### src/core/ccr_consts.svh
/*
  Offsets, field positions, reset values and timing counts of the clock source
  and reset cause block. Assumes a 50 MHz system clock and byte addresses on AHB-Lite.
*/
`ifndef CCR_CONSTS_SVH
`define CCR_CONSTS_SVH

`define CCR_OFS_CLOCK_CONTROL   8'h00
`define CCR_OFS_SOURCE_SELECT   8'h04
`define CCR_OFS_PLL_CONFIG      8'h08
`define CCR_OFS_PRESCALER       8'h0c
`define CCR_OFS_RESET_FLAGS     8'h10
`define CCR_OFS_STATUS          8'h14
`define CCR_OFS_IRQ_STATUS      8'h18
`define CCR_OFS_IRQ_MASK        8'h1c

`define CCR_BIT_WAIT_AUX_SEL    0
`define CCR_BIT_RUN_AUX_SEL     1
`define CCR_BIT_LP_ON_WAIT      2
`define CCR_BIT_STOP_RST_EN     3
`define CCR_BIT_DIV16           0
`define CCR_BIT_PLL_SEL         1
`define CCR_POS_PLL_DIV         0
`define CCR_POS_PLL_MUL         4
`define CCR_BIT_SW_FLAG         0
`define CCR_BIT_WDG_FLAG        1
`define CCR_IRQ_LOCK            0
`define CCR_IRQ_WAKE            1
`define CCR_IRQ_AUX_LOST        2

`define CCR_RST_PLL_DIV         3'h7
`define CCR_RST_PLL_MUL         2'h0
`define CCR_RST_PRESC           3'h0
`define CCR_PLL_OFF_CODE        3'h7

`define CCR_PLL_LOCK_NS         10000
`define CCR_CLK_PERIOD_NS       20
`define CCR_LOCK_CYCLES  ((`CCR_PLL_LOCK_NS + `CCR_CLK_PERIOD_NS - 1) / `CCR_CLK_PERIOD_NS)

`endif

### src/core/ccr_pkg.sv
/*
  Types of the clock source and reset cause block.
  Assumes ccr_consts.svh on the include path.
*/
`default_nettype none
package ccr_pkg;

  typedef enum logic [1:0] {CCR_RUN, CCR_WAIT, CCR_HALT} ccr_mode_type;
  typedef enum logic [1:0] {CCR_SRC_HALF, CCR_SRC_DIV16, CCR_SRC_PLL, CCR_SRC_AUX} ccr_src_type;

  typedef struct packed {
    logic         wait_aux_sel;
    logic         run_aux_sel;
    logic         lp_on_wait;
    logic         stop_rst_en;
    logic         div16;
    logic         pll_sel;
    logic [2:0]   pll_div;
    logic [1:0]   pll_mul;
    logic [2:0]   presc;
    logic         sw_flag;
    logic         wdg_flag;
    ccr_mode_type mode;
    logic         pll_frozen;
    logic [9:0]   lock_cnt;
    logic         locked;
    logic [2:0]   irq_stat;
    logic [2:0]   irq_mask;
    logic         dph_valid;
    logic         dph_write;
    logic [7:0]   dph_addr;
    logic [31:0]  rdata;
    ccr_src_type  periph_src;
    logic [3:0]   pll_factor;
    logic [2:0]   pll_divisor;
    logic         pll_on_o;
    logic         proc_run;
    logic [3:0]   proc_div;
    logic         low_power;
    logic         chip_rst;
    logic         irq;
    logic         aux_s1;
    logic         aux_s2;
    logic         rpin_s1;
    logic         rpin_s2;
    logic         rpin_prev;
  } ccr_state_type;

endpackage : ccr_pkg

`default_nettype wire

### src/core/ccr_clock_source_top.sv
/*
  Clock source selection, PLL lock sequencing, wait/halt handling and reset cause
  flags, with an AHB-Lite register slave and one level interrupt.
  Assumes a single 50 MHz clock; instruction and watchdog strobes come from logic on
  that clock; the reset pin and auxiliary clock presence are asynchronous.
*/
// The address map and the AHB-Lite interface to the registers are this design's own decisions.
`timescale 1ns/1ps
`include "ccr_consts.svh"
`default_nettype none

// Contract
// - Wait while multiplier output is half-crystal over sixteen enters low power mode.
// - In wait, peripheral clock uses auxiliary clock if wait select set and present.
// - In run, peripheral clock uses auxiliary clock if run select set and present.
// - After waking from a wait that froze the PLL, wait lock delay before use.
// - Wait with low-power-on-wait clear stops processor, leaves peripheral clock unchanged.
// - PLL divider field value 6 divides PLL output by 7.
// - Prescaler value 7 makes processor clock the peripheral clock divided by 8.
// - Reset pin falling edge outside halt leaves both reset cause flags at zero.
// - Watchdog expiry reset sets watchdog flag and clears software flag.
// - Halt stops until external reset; with enable set, software flag then reads one.
// - Reset cause flags are read-only and updated by hardware at each reset.
// - PLL divider divides by field plus one; field 7 switches the PLL off.
// - Two-bit multiplier select picks factor 6, 8, 10 or 14.
// - Multiplier output is half-crystal, its sixteenth, or PLL product over divisor.
module ccr_clock_source_top
  import ccr_pkg::*;
(
  input  wire logic        CLK_SYS,
  input  wire logic        RST,
  input  wire logic        HSEL,
  input  wire logic [31:0] HADDR,
  input  wire logic [1:0]  HTRANS,
  input  wire logic        HWRITE,
  input  wire logic [2:0]  HSIZE,
  input  wire logic [31:0] HWDATA,
  input  wire logic        HREADY,
  output logic      [31:0] HRDATA,
  output logic             HREADYOUT,
  output logic             HRESP,
  input  wire logic        WAIT_INSTR,
  input  wire logic        HALT_INSTR,
  input  wire logic        WAKE_IRQ,
  input  wire logic        WDG_ZERO,
  input  wire logic        RESET_PIN_N,
  input  wire logic        AUX_CLK_PRESENT,
  output logic      [1:0]  PERIPH_CLK_SRC,
  output logic             PLL_ON,
  output logic             PLL_LOCKED,
  output logic      [3:0]  PLL_FACTOR,
  output logic      [2:0]  PLL_DIVISOR,
  output logic             PROC_CLK_RUN,
  output logic      [3:0]  PROC_DIVISOR,
  output logic             LOW_POWER,
  output logic             HALTED,
  output logic             CHIP_RESET,
  output logic             IRQ
);

  localparam logic [9:0] LOCK_LAST = 10'(`CCR_LOCK_CYCLES - 1);

  ccr_state_type r_reg;
  ccr_state_type r_next;
  logic          pin_fall;

  assign pin_fall = r_reg.rpin_prev & ~r_reg.rpin_s2;

  function automatic logic [3:0] pll_factor_of(input logic [1:0] sel);
    unique case (sel)
      2'h0: pll_factor_of = 4'h6;
      2'h1: pll_factor_of = 4'h8;
      2'h2: pll_factor_of = 4'ha;
      2'h3: pll_factor_of = 4'he;
    endcase
  endfunction : pll_factor_of

  always_comb
  begin
    logic [2:0]  set_ev;
    logic [2:0]  clr_ev;
    logic        aux_ok;
    logic        pll_on;
    logic        aux_req;
    ccr_src_type mult_src;
    set_ev = 3'h0;
    clr_ev = 3'h0;
    aux_ok = r_reg.aux_s2;
    pll_on = 1'b0;
    aux_req = 1'b0;
    mult_src = CCR_SRC_HALF;
    r_next = r_reg;
    r_next.chip_rst = 1'b0;
    r_next.aux_s1 = AUX_CLK_PRESENT;
    r_next.aux_s2 = r_reg.aux_s1;
    r_next.rpin_s1 = RESET_PIN_N;
    r_next.rpin_s2 = r_reg.rpin_s1;
    r_next.rpin_prev = r_reg.rpin_s2;

    // Data phase write; unmapped offsets, the flag register and the status register ignore writes
    if (r_reg.dph_valid && r_reg.dph_write)
    begin
      unique case (r_reg.dph_addr)
        `CCR_OFS_CLOCK_CONTROL:
        begin
          r_next.wait_aux_sel = HWDATA[`CCR_BIT_WAIT_AUX_SEL];
          r_next.run_aux_sel = HWDATA[`CCR_BIT_RUN_AUX_SEL];
          r_next.lp_on_wait = HWDATA[`CCR_BIT_LP_ON_WAIT];
          r_next.stop_rst_en = HWDATA[`CCR_BIT_STOP_RST_EN];
        end
        `CCR_OFS_SOURCE_SELECT:
        begin
          r_next.div16 = HWDATA[`CCR_BIT_DIV16];
          r_next.pll_sel = HWDATA[`CCR_BIT_PLL_SEL];
        end
        `CCR_OFS_PLL_CONFIG:
        begin
          r_next.pll_div = HWDATA[`CCR_POS_PLL_DIV +: 3];
          r_next.pll_mul = HWDATA[`CCR_POS_PLL_MUL +: 2];
        end
        `CCR_OFS_PRESCALER: r_next.presc = HWDATA[2:0];
        `CCR_OFS_IRQ_STATUS: clr_ev = HWDATA[2:0];
        `CCR_OFS_IRQ_MASK: r_next.irq_mask = HWDATA[2:0];
        default: ;
      endcase
    end
    r_next.dph_valid = HSEL & HTRANS[1] & HREADY & (HSIZE == 3'h2);
    r_next.dph_write = HWRITE;
    r_next.dph_addr = HADDR[7:0];

    pll_on = (r_next.pll_div != `CCR_PLL_OFF_CODE);
    unique case (r_reg.mode)
      CCR_RUN:
      begin
        if (HALT_INSTR)
          r_next.mode = CCR_HALT;
        else if (WAIT_INSTR)
        begin
          r_next.mode = CCR_WAIT;
          // Low power wait forces the sixteenth, so a selected PLL that is switched on is frozen
          if (r_next.lp_on_wait && r_next.pll_sel && pll_on && !r_next.div16)
            r_next.pll_frozen = 1'b1;
        end
      end
      CCR_WAIT:
      begin
        if (WAKE_IRQ)
        begin
          r_next.mode = CCR_RUN;
          set_ev[`CCR_IRQ_WAKE] = 1'b1;
          if (r_reg.pll_frozen)
          begin
            r_next.pll_frozen = 1'b0;
            r_next.locked = 1'b0;
            r_next.lock_cnt = 10'h000;
          end
        end
      end
      CCR_HALT: ;
    endcase

    // Lock timer restarts whenever the PLL is off; a frozen PLL keeps its count
    if (!pll_on)
    begin
      r_next.locked = 1'b0;
      r_next.lock_cnt = 10'h000;
      r_next.pll_frozen = 1'b0;
    end
    else if (!r_next.pll_frozen && !r_next.locked)
    begin
      if (r_next.lock_cnt == LOCK_LAST)
      begin
        r_next.locked = 1'b1;
        set_ev[`CCR_IRQ_LOCK] = 1'b1;
      end
      else
        r_next.lock_cnt = r_next.lock_cnt + 10'h001;
    end

    if (r_reg.periph_src == CCR_SRC_AUX && !aux_ok)
      set_ev[`CCR_IRQ_AUX_LOST] = 1'b1;

    // Chip resets restart the clock setup but keep the bus pipeline alive
    if (pin_fall || WDG_ZERO)
    begin
      r_next.sw_flag = pin_fall && r_reg.mode == CCR_HALT && r_reg.stop_rst_en;
      r_next.wdg_flag = !pin_fall;
      r_next.chip_rst = 1'b1;
      r_next.wait_aux_sel = 1'b0;
      r_next.run_aux_sel = 1'b0;
      r_next.lp_on_wait = 1'b0;
      r_next.stop_rst_en = 1'b0;
      r_next.div16 = 1'b0;
      r_next.pll_sel = 1'b0;
      r_next.pll_div = `CCR_RST_PLL_DIV;
      r_next.pll_mul = `CCR_RST_PLL_MUL;
      r_next.presc = `CCR_RST_PRESC;
      r_next.mode = CCR_RUN;
      r_next.pll_frozen = 1'b0;
      r_next.lock_cnt = 10'h000;
      r_next.locked = 1'b0;
      r_next.irq_mask = 3'h0;
      set_ev = 3'h0;
      clr_ev = 3'h7;
      pll_on = 1'b0;
    end

    if (r_next.div16 || (r_next.mode == CCR_WAIT && r_next.lp_on_wait))
      mult_src = CCR_SRC_DIV16;
    else if (r_next.pll_sel && pll_on && r_next.locked)
      mult_src = CCR_SRC_PLL;
    else
      mult_src = CCR_SRC_HALF;
    aux_req = (r_next.mode == CCR_WAIT) ? r_next.wait_aux_sel : r_next.run_aux_sel;
    r_next.periph_src = (aux_req && aux_ok) ? CCR_SRC_AUX : mult_src;
    r_next.low_power = (r_next.mode == CCR_WAIT) && (mult_src == CCR_SRC_DIV16);
    r_next.proc_run = (r_next.mode == CCR_RUN);
    r_next.proc_div = {1'b0, r_next.presc} + 4'h1;
    r_next.pll_on_o = pll_on;
    r_next.pll_divisor = pll_on ? r_next.pll_div + 3'h1 : 3'h0;
    r_next.pll_factor = pll_factor_of(r_next.pll_mul);

    // A hardware event in the clearing cycle survives the clear
    r_next.irq_stat = (r_reg.irq_stat & ~clr_ev) | set_ev;
    r_next.irq = |(r_next.irq_stat & r_next.irq_mask);

    // Read data taken from next values so a write just before a read is seen
    r_next.rdata = 32'h0000_0000;
    if (r_next.dph_valid && !HWRITE)
    begin
      unique case (HADDR[7:0])
        `CCR_OFS_CLOCK_CONTROL:
          r_next.rdata[3:0] = {r_next.stop_rst_en, r_next.lp_on_wait,
                               r_next.run_aux_sel, r_next.wait_aux_sel};
        `CCR_OFS_SOURCE_SELECT: r_next.rdata[1:0] = {r_next.pll_sel, r_next.div16};
        `CCR_OFS_PLL_CONFIG:
        begin
          r_next.rdata[`CCR_POS_PLL_DIV +: 3] = r_next.pll_div;
          r_next.rdata[`CCR_POS_PLL_MUL +: 2] = r_next.pll_mul;
        end
        `CCR_OFS_PRESCALER: r_next.rdata[2:0] = r_next.presc;
        `CCR_OFS_RESET_FLAGS: r_next.rdata[1:0] = {r_next.wdg_flag, r_next.sw_flag};
        `CCR_OFS_STATUS:
          r_next.rdata[5:0] = {r_next.periph_src, r_next.mode == CCR_HALT,
                               aux_ok, r_next.locked, r_next.low_power};
        `CCR_OFS_IRQ_STATUS: r_next.rdata[2:0] = r_next.irq_stat;
        `CCR_OFS_IRQ_MASK: r_next.rdata[2:0] = r_next.irq_mask;
        default: ;
      endcase
    end
  end

  always_ff @(posedge CLK_SYS)
  begin
    if (RST)
    begin
      r_reg <= '0;
      r_reg.pll_div <= `CCR_RST_PLL_DIV;
      r_reg.rpin_s1 <= 1'b1;
      r_reg.rpin_s2 <= 1'b1;
      r_reg.rpin_prev <= 1'b1;
    end
    else
      r_reg <= r_next;
  end

  assign HRDATA = r_reg.rdata;
  assign HREADYOUT = 1'b1;
  assign HRESP = 1'b0;
  assign PERIPH_CLK_SRC = r_reg.periph_src;
  assign PLL_ON = r_reg.pll_on_o;
  assign PLL_LOCKED = r_reg.locked;
  assign PLL_FACTOR = r_reg.pll_factor;
  assign PLL_DIVISOR = r_reg.pll_divisor;
  assign PROC_CLK_RUN = r_reg.proc_run;
  assign PROC_DIVISOR = r_reg.proc_div;
  assign LOW_POWER = r_reg.low_power;
  assign HALTED = (r_reg.mode == CCR_HALT);
  assign CHIP_RESET = r_reg.chip_rst;
  assign IRQ = r_reg.irq;
endmodule : ccr_clock_source_top

`default_nettype wire

### config.mk
export PLATFORM = sky130hd
export DESIGN_NAME = ccr_clock_source_top
export DESIGN_NICKNAME = d
export VERILOG_FILES = /design/src/core/ccr_pkg.sv /design/src/core/ccr_clock_source_top.sv
export VERILOG_INCLUDE_DIRS = /design/src /design/src/core
export SDC_FILE = /design/constraint.sdc
export NUM_CORES = 1
export LEC_CHECK = 0
export BUFFER_PORTS_ARGS = -buffer_cell sky130_fd_sc_hd__buf_2
export CAP_MARGIN = 20
export CORE_ASPECT_RATIO = 0.6
export CORE_UTILIZATION = 43
export CTS_CLUSTER_DIAMETER = 50
export DETAILED_ROUTE_END_ITERATION = 10
export PLACE_DENSITY = 0.78
export SLEW_MARGIN = 10
export SYNTH_ARGS = -nofsm -noshare
export SYNTH_HDL_FRONTEND = slang
export SYNTH_SLANG_ARGS = --single-unit
### constraint.sdc
create_clock -name CLK_SYS -period 2.6 [get_ports CLK_SYS]
set_input_delay 0.13 -clock CLK_SYS [delete_from_list [all_inputs] [get_ports CLK_SYS]]
set_output_delay 0.13 -clock CLK_SYS [all_outputs]
set_load 0.02 [all_outputs]
==> reports/metrics.yaml <==
r2r_end: "HRDATA[1]$_SDFF_PP0_"
crit_family: "simple AND/OR/NAND/NOR gates"
min_period_ps: 2562
die_area_mm2: 0.008676
min_period_over_period_pct: 98.56
syn_area_per_cell_um2: 8.852
cp_max_fo: 4
p_clk_share_pct: 53.0
combPwrFrac_pct: 6.4
ant_nets: 0
fill_cells: 759
io-pin-count: 134
gr-usage-all-layers_pct: 20.88
yosysTopAreaCell: "dfxtp_1"
crit_start: "r_reg[56]$_SDFF_PP0_"
vdd_drop_max_mv: 0.4143
max_slew_margin_pct: 49.62
start_kind: "flip-flop"
swShare_pct: 21.18
yosys.area.top_type_share_pct: 41.53
clock_path_buffers: 2
synth-edff-count: 0
ys_seq_area_share_pct: 41.53
drtPass1Iterations: 5
hold_viol: 0
vias: 2897
worst-path-buf-inv: 0
worst_path_max_delay_cell: "or4_4"
power_mw: 2.854
outcome: "complete, no violations"
worstMarginPinSlew_ps: 753.0
drtIter0Drc: 233
synthArstFlopShare_pct: 0
area_growth_pct: 19.71
arrival_ps: 2770
grt_antenna_before_repair: 0
hold_path.class: "in2reg"
worstSetupPathType: "reg2reg"
synthTopCellsByArea: "dfxtp_1 42%, buf_4 9.9%, mux2i_1 5.6%"
grt_pass1_wl_um: 13500
port_buffers: 53
synth_area_mm2: 0.003567
final_common_cell: "dfxtp_1"
largest_register_ffs: 47
num_antenna_cells: 0
r2r_slack_ps: 40
rows: 25
fin_nets: 541
cts.clk_slew.worst_paths_ps: 60
drive_gt1_share_pct: 26.03
leakage_nw: 1.825
finalSetupViolCount: 0
power_density_mw_per_mm2: 668.2
required_ps: 2800
clockRootBuffer: "clkbuf_16"
syn_inst: 403
cts_tree: "built"
start_util_pct: 44.90
die_w_um: 119.6
switching_power_mw: 0.6045
ys_ff_latch: 74
core_mm2: 0.007945
maxCapViolations: 0
path_depth: 7
timing.fmax_mhz: 390.2
ys.flop_type: "dfxtp_1"
insertion_delay_ps: 340
avgRoutedWirePerCell_um: 14.83
worst_r2r_path_depth: 7
grt_max_degree: 20
viasPerCell: 5.091
htree_levels: 3
rsz0062_at_grt: "yes"
yosysWarnings: 0
cts_buffers: 9
finalSetupTns_ps: 0
slew_viol_final: 0
dp_hpwl_um: 6443
post-route-drc-count: 0
critPathCapture: "HRDATA[1]$_SDFF_PP0_"
endpoint_kind: "flip-flop"
finalWirelength_um: 8441
regToRegStartpoint: "r_reg[56]$_SDFF_PP0_"
grt.overflow.total: 0
final_util_pct: 53.75
max_stage_delay_ps: 540
layout_common_cells: "74 x dfxtp_1, 53 x buf_2, 51 x nor2_1"
power.internal_mw: 2.249
place.gp.congestion: 0.8984
path_cells: "or3b_4 -> o41a_1 -> a211o_1 -> or4_4 -> a22oi_2 -> or2_1 -> a21oi_1"
cts_num_sinks: 74
seqPwrFrac_pct: 40.6
first_global_vias: 2693
synth_cell_types: 58
clock_skew_ps: 7.092
die_y_um: 72.55
synth_stat cells (2+ instances only):
cell	n
dfxtp_1	74
nor2_1	51
buf_4	47
nand2_1	29
mux2i_1	20
nor2b_1	18
clkbuf_1	16
nor3_1	12
a21oi_1	11
inv_1	9
nand3_1	9
or2_2	7
or3_1	6
xnor2_1	6
ha_1	5
mux2_2	5
nand2b_1	5
o21ai_0	5
and2_1	4
nand3b_1	4
nand4_1	4
or4_1	4
xor2_1	4
a22oi_1	3
and3_1	3
a21boi_0	2
a21o_1	2
a31oi_1	2
conb_1	2
nor3b_1	2
nor4_1	2
o32ai_1	2
o41a_1	2
or3b_1	2
power by group through the flow:
| stage | Clock [mW] | Sequential (mW) | Combinational, mW |
|---|---|---|---|
| 6_report | 1.51 | 1.16 | 0.182 |
| 5_1_grt | 1.59 | 1.16 | 0.196 |
| 4_1_cts | 1.54 | 1.16 | 0.176 |
| 3_5_place_dp | 0 | 1.18 | 0.172 |
| 3_3_place_gp | 0 | 1.18 | 0.169 |
| 2_1_floorplan | 0 | 1.19 | 0.140 |
what timing repair did:
action,in CTS,in global routing
setup buffers,0,1
endpoints found under the setup margin,5,7
endpoints found under the hold margin,2,0
hold buffers,2,0
gates resized for setup,2,11
pin swaps,0,6
per-layer routing:
metal  wire length, um  track usage (%)  part of all wire, %
met1              4235            29.46                   50
met2              3345            28.90                   40
met3               744            7.390                  8.8
met4               115            7.917                  1.4
met5                 0                0                    0
how the worst min path moves through the flow:
| stage | from | end | slack, ps | cells past startpoint |
|---|---|---|---|---|
| detailed placement | RESET_PIN_N | r_next[1]$_SDFF_PP1_ | 320 | 2 |
| CTS | HADDR[0] | r_reg[55]$_SDFF_PP0_ | 9 | 2 |
| finish | HWRITE | r_reg[63]$_SDFF_PP0_ | 10 | 2 |
| global placement | RESET_PIN_N | r_next[1]$_SDFF_PP1_ | 310 | 2 |
| floorplan | RESET_PIN_N | r_next[1]$_SDFF_PP1_ | 230 | 1 |
| global route | HWRITE | r_reg[63]$_SDFF_PP0_ | 30 | 2 |
cell type report:
class                      instances  area (um2)  share of cell area, %
tap                              108       135.1                  3.164
clock buffer                      10       229.0                  5.362
timing repair buffer              80       473.0                  11.08
inverter                           9       33.78                 0.7911
clock inverter                     6       137.6                  3.223
multi-input combinational        282        1780                  41.69
sequential                        74        1481                  34.69
per-stage QoR:
stage | std cells | area, um2 | hold WS [ps] | worst slack [ps]
2_1_floorplan | 430 | 3671 | 233.8 | 4.251
3_3_place_gp | 550 | 3820 | 314.8 | -101.6
3_5_place_dp | 550 | 3820 | 318.3 | -105.5
4_1_cts | 568 | 4220 | 8.583 | 20.97
5_1_grt | 569 | 4270 | 26.58 | -23.93
6_report | 569 | 4270 | 11.97 | 37.52
logic make-up after synthesis:
logic type               count (synthesis)  synth area share, %
AND/OR/NAND/NOR                        172                25.50
flip-flops                              74                41.53
buffers and inverters                   74                12.98
AO/OA/AOI/OAI                           41                8.383
multiplexers                            25                7.190
XOR/XNOR                                10                2.455
adder cells (fa/ha/maj)                  5                1.754
other                                    2               0.2105
(Power assumes the default switching activity.)
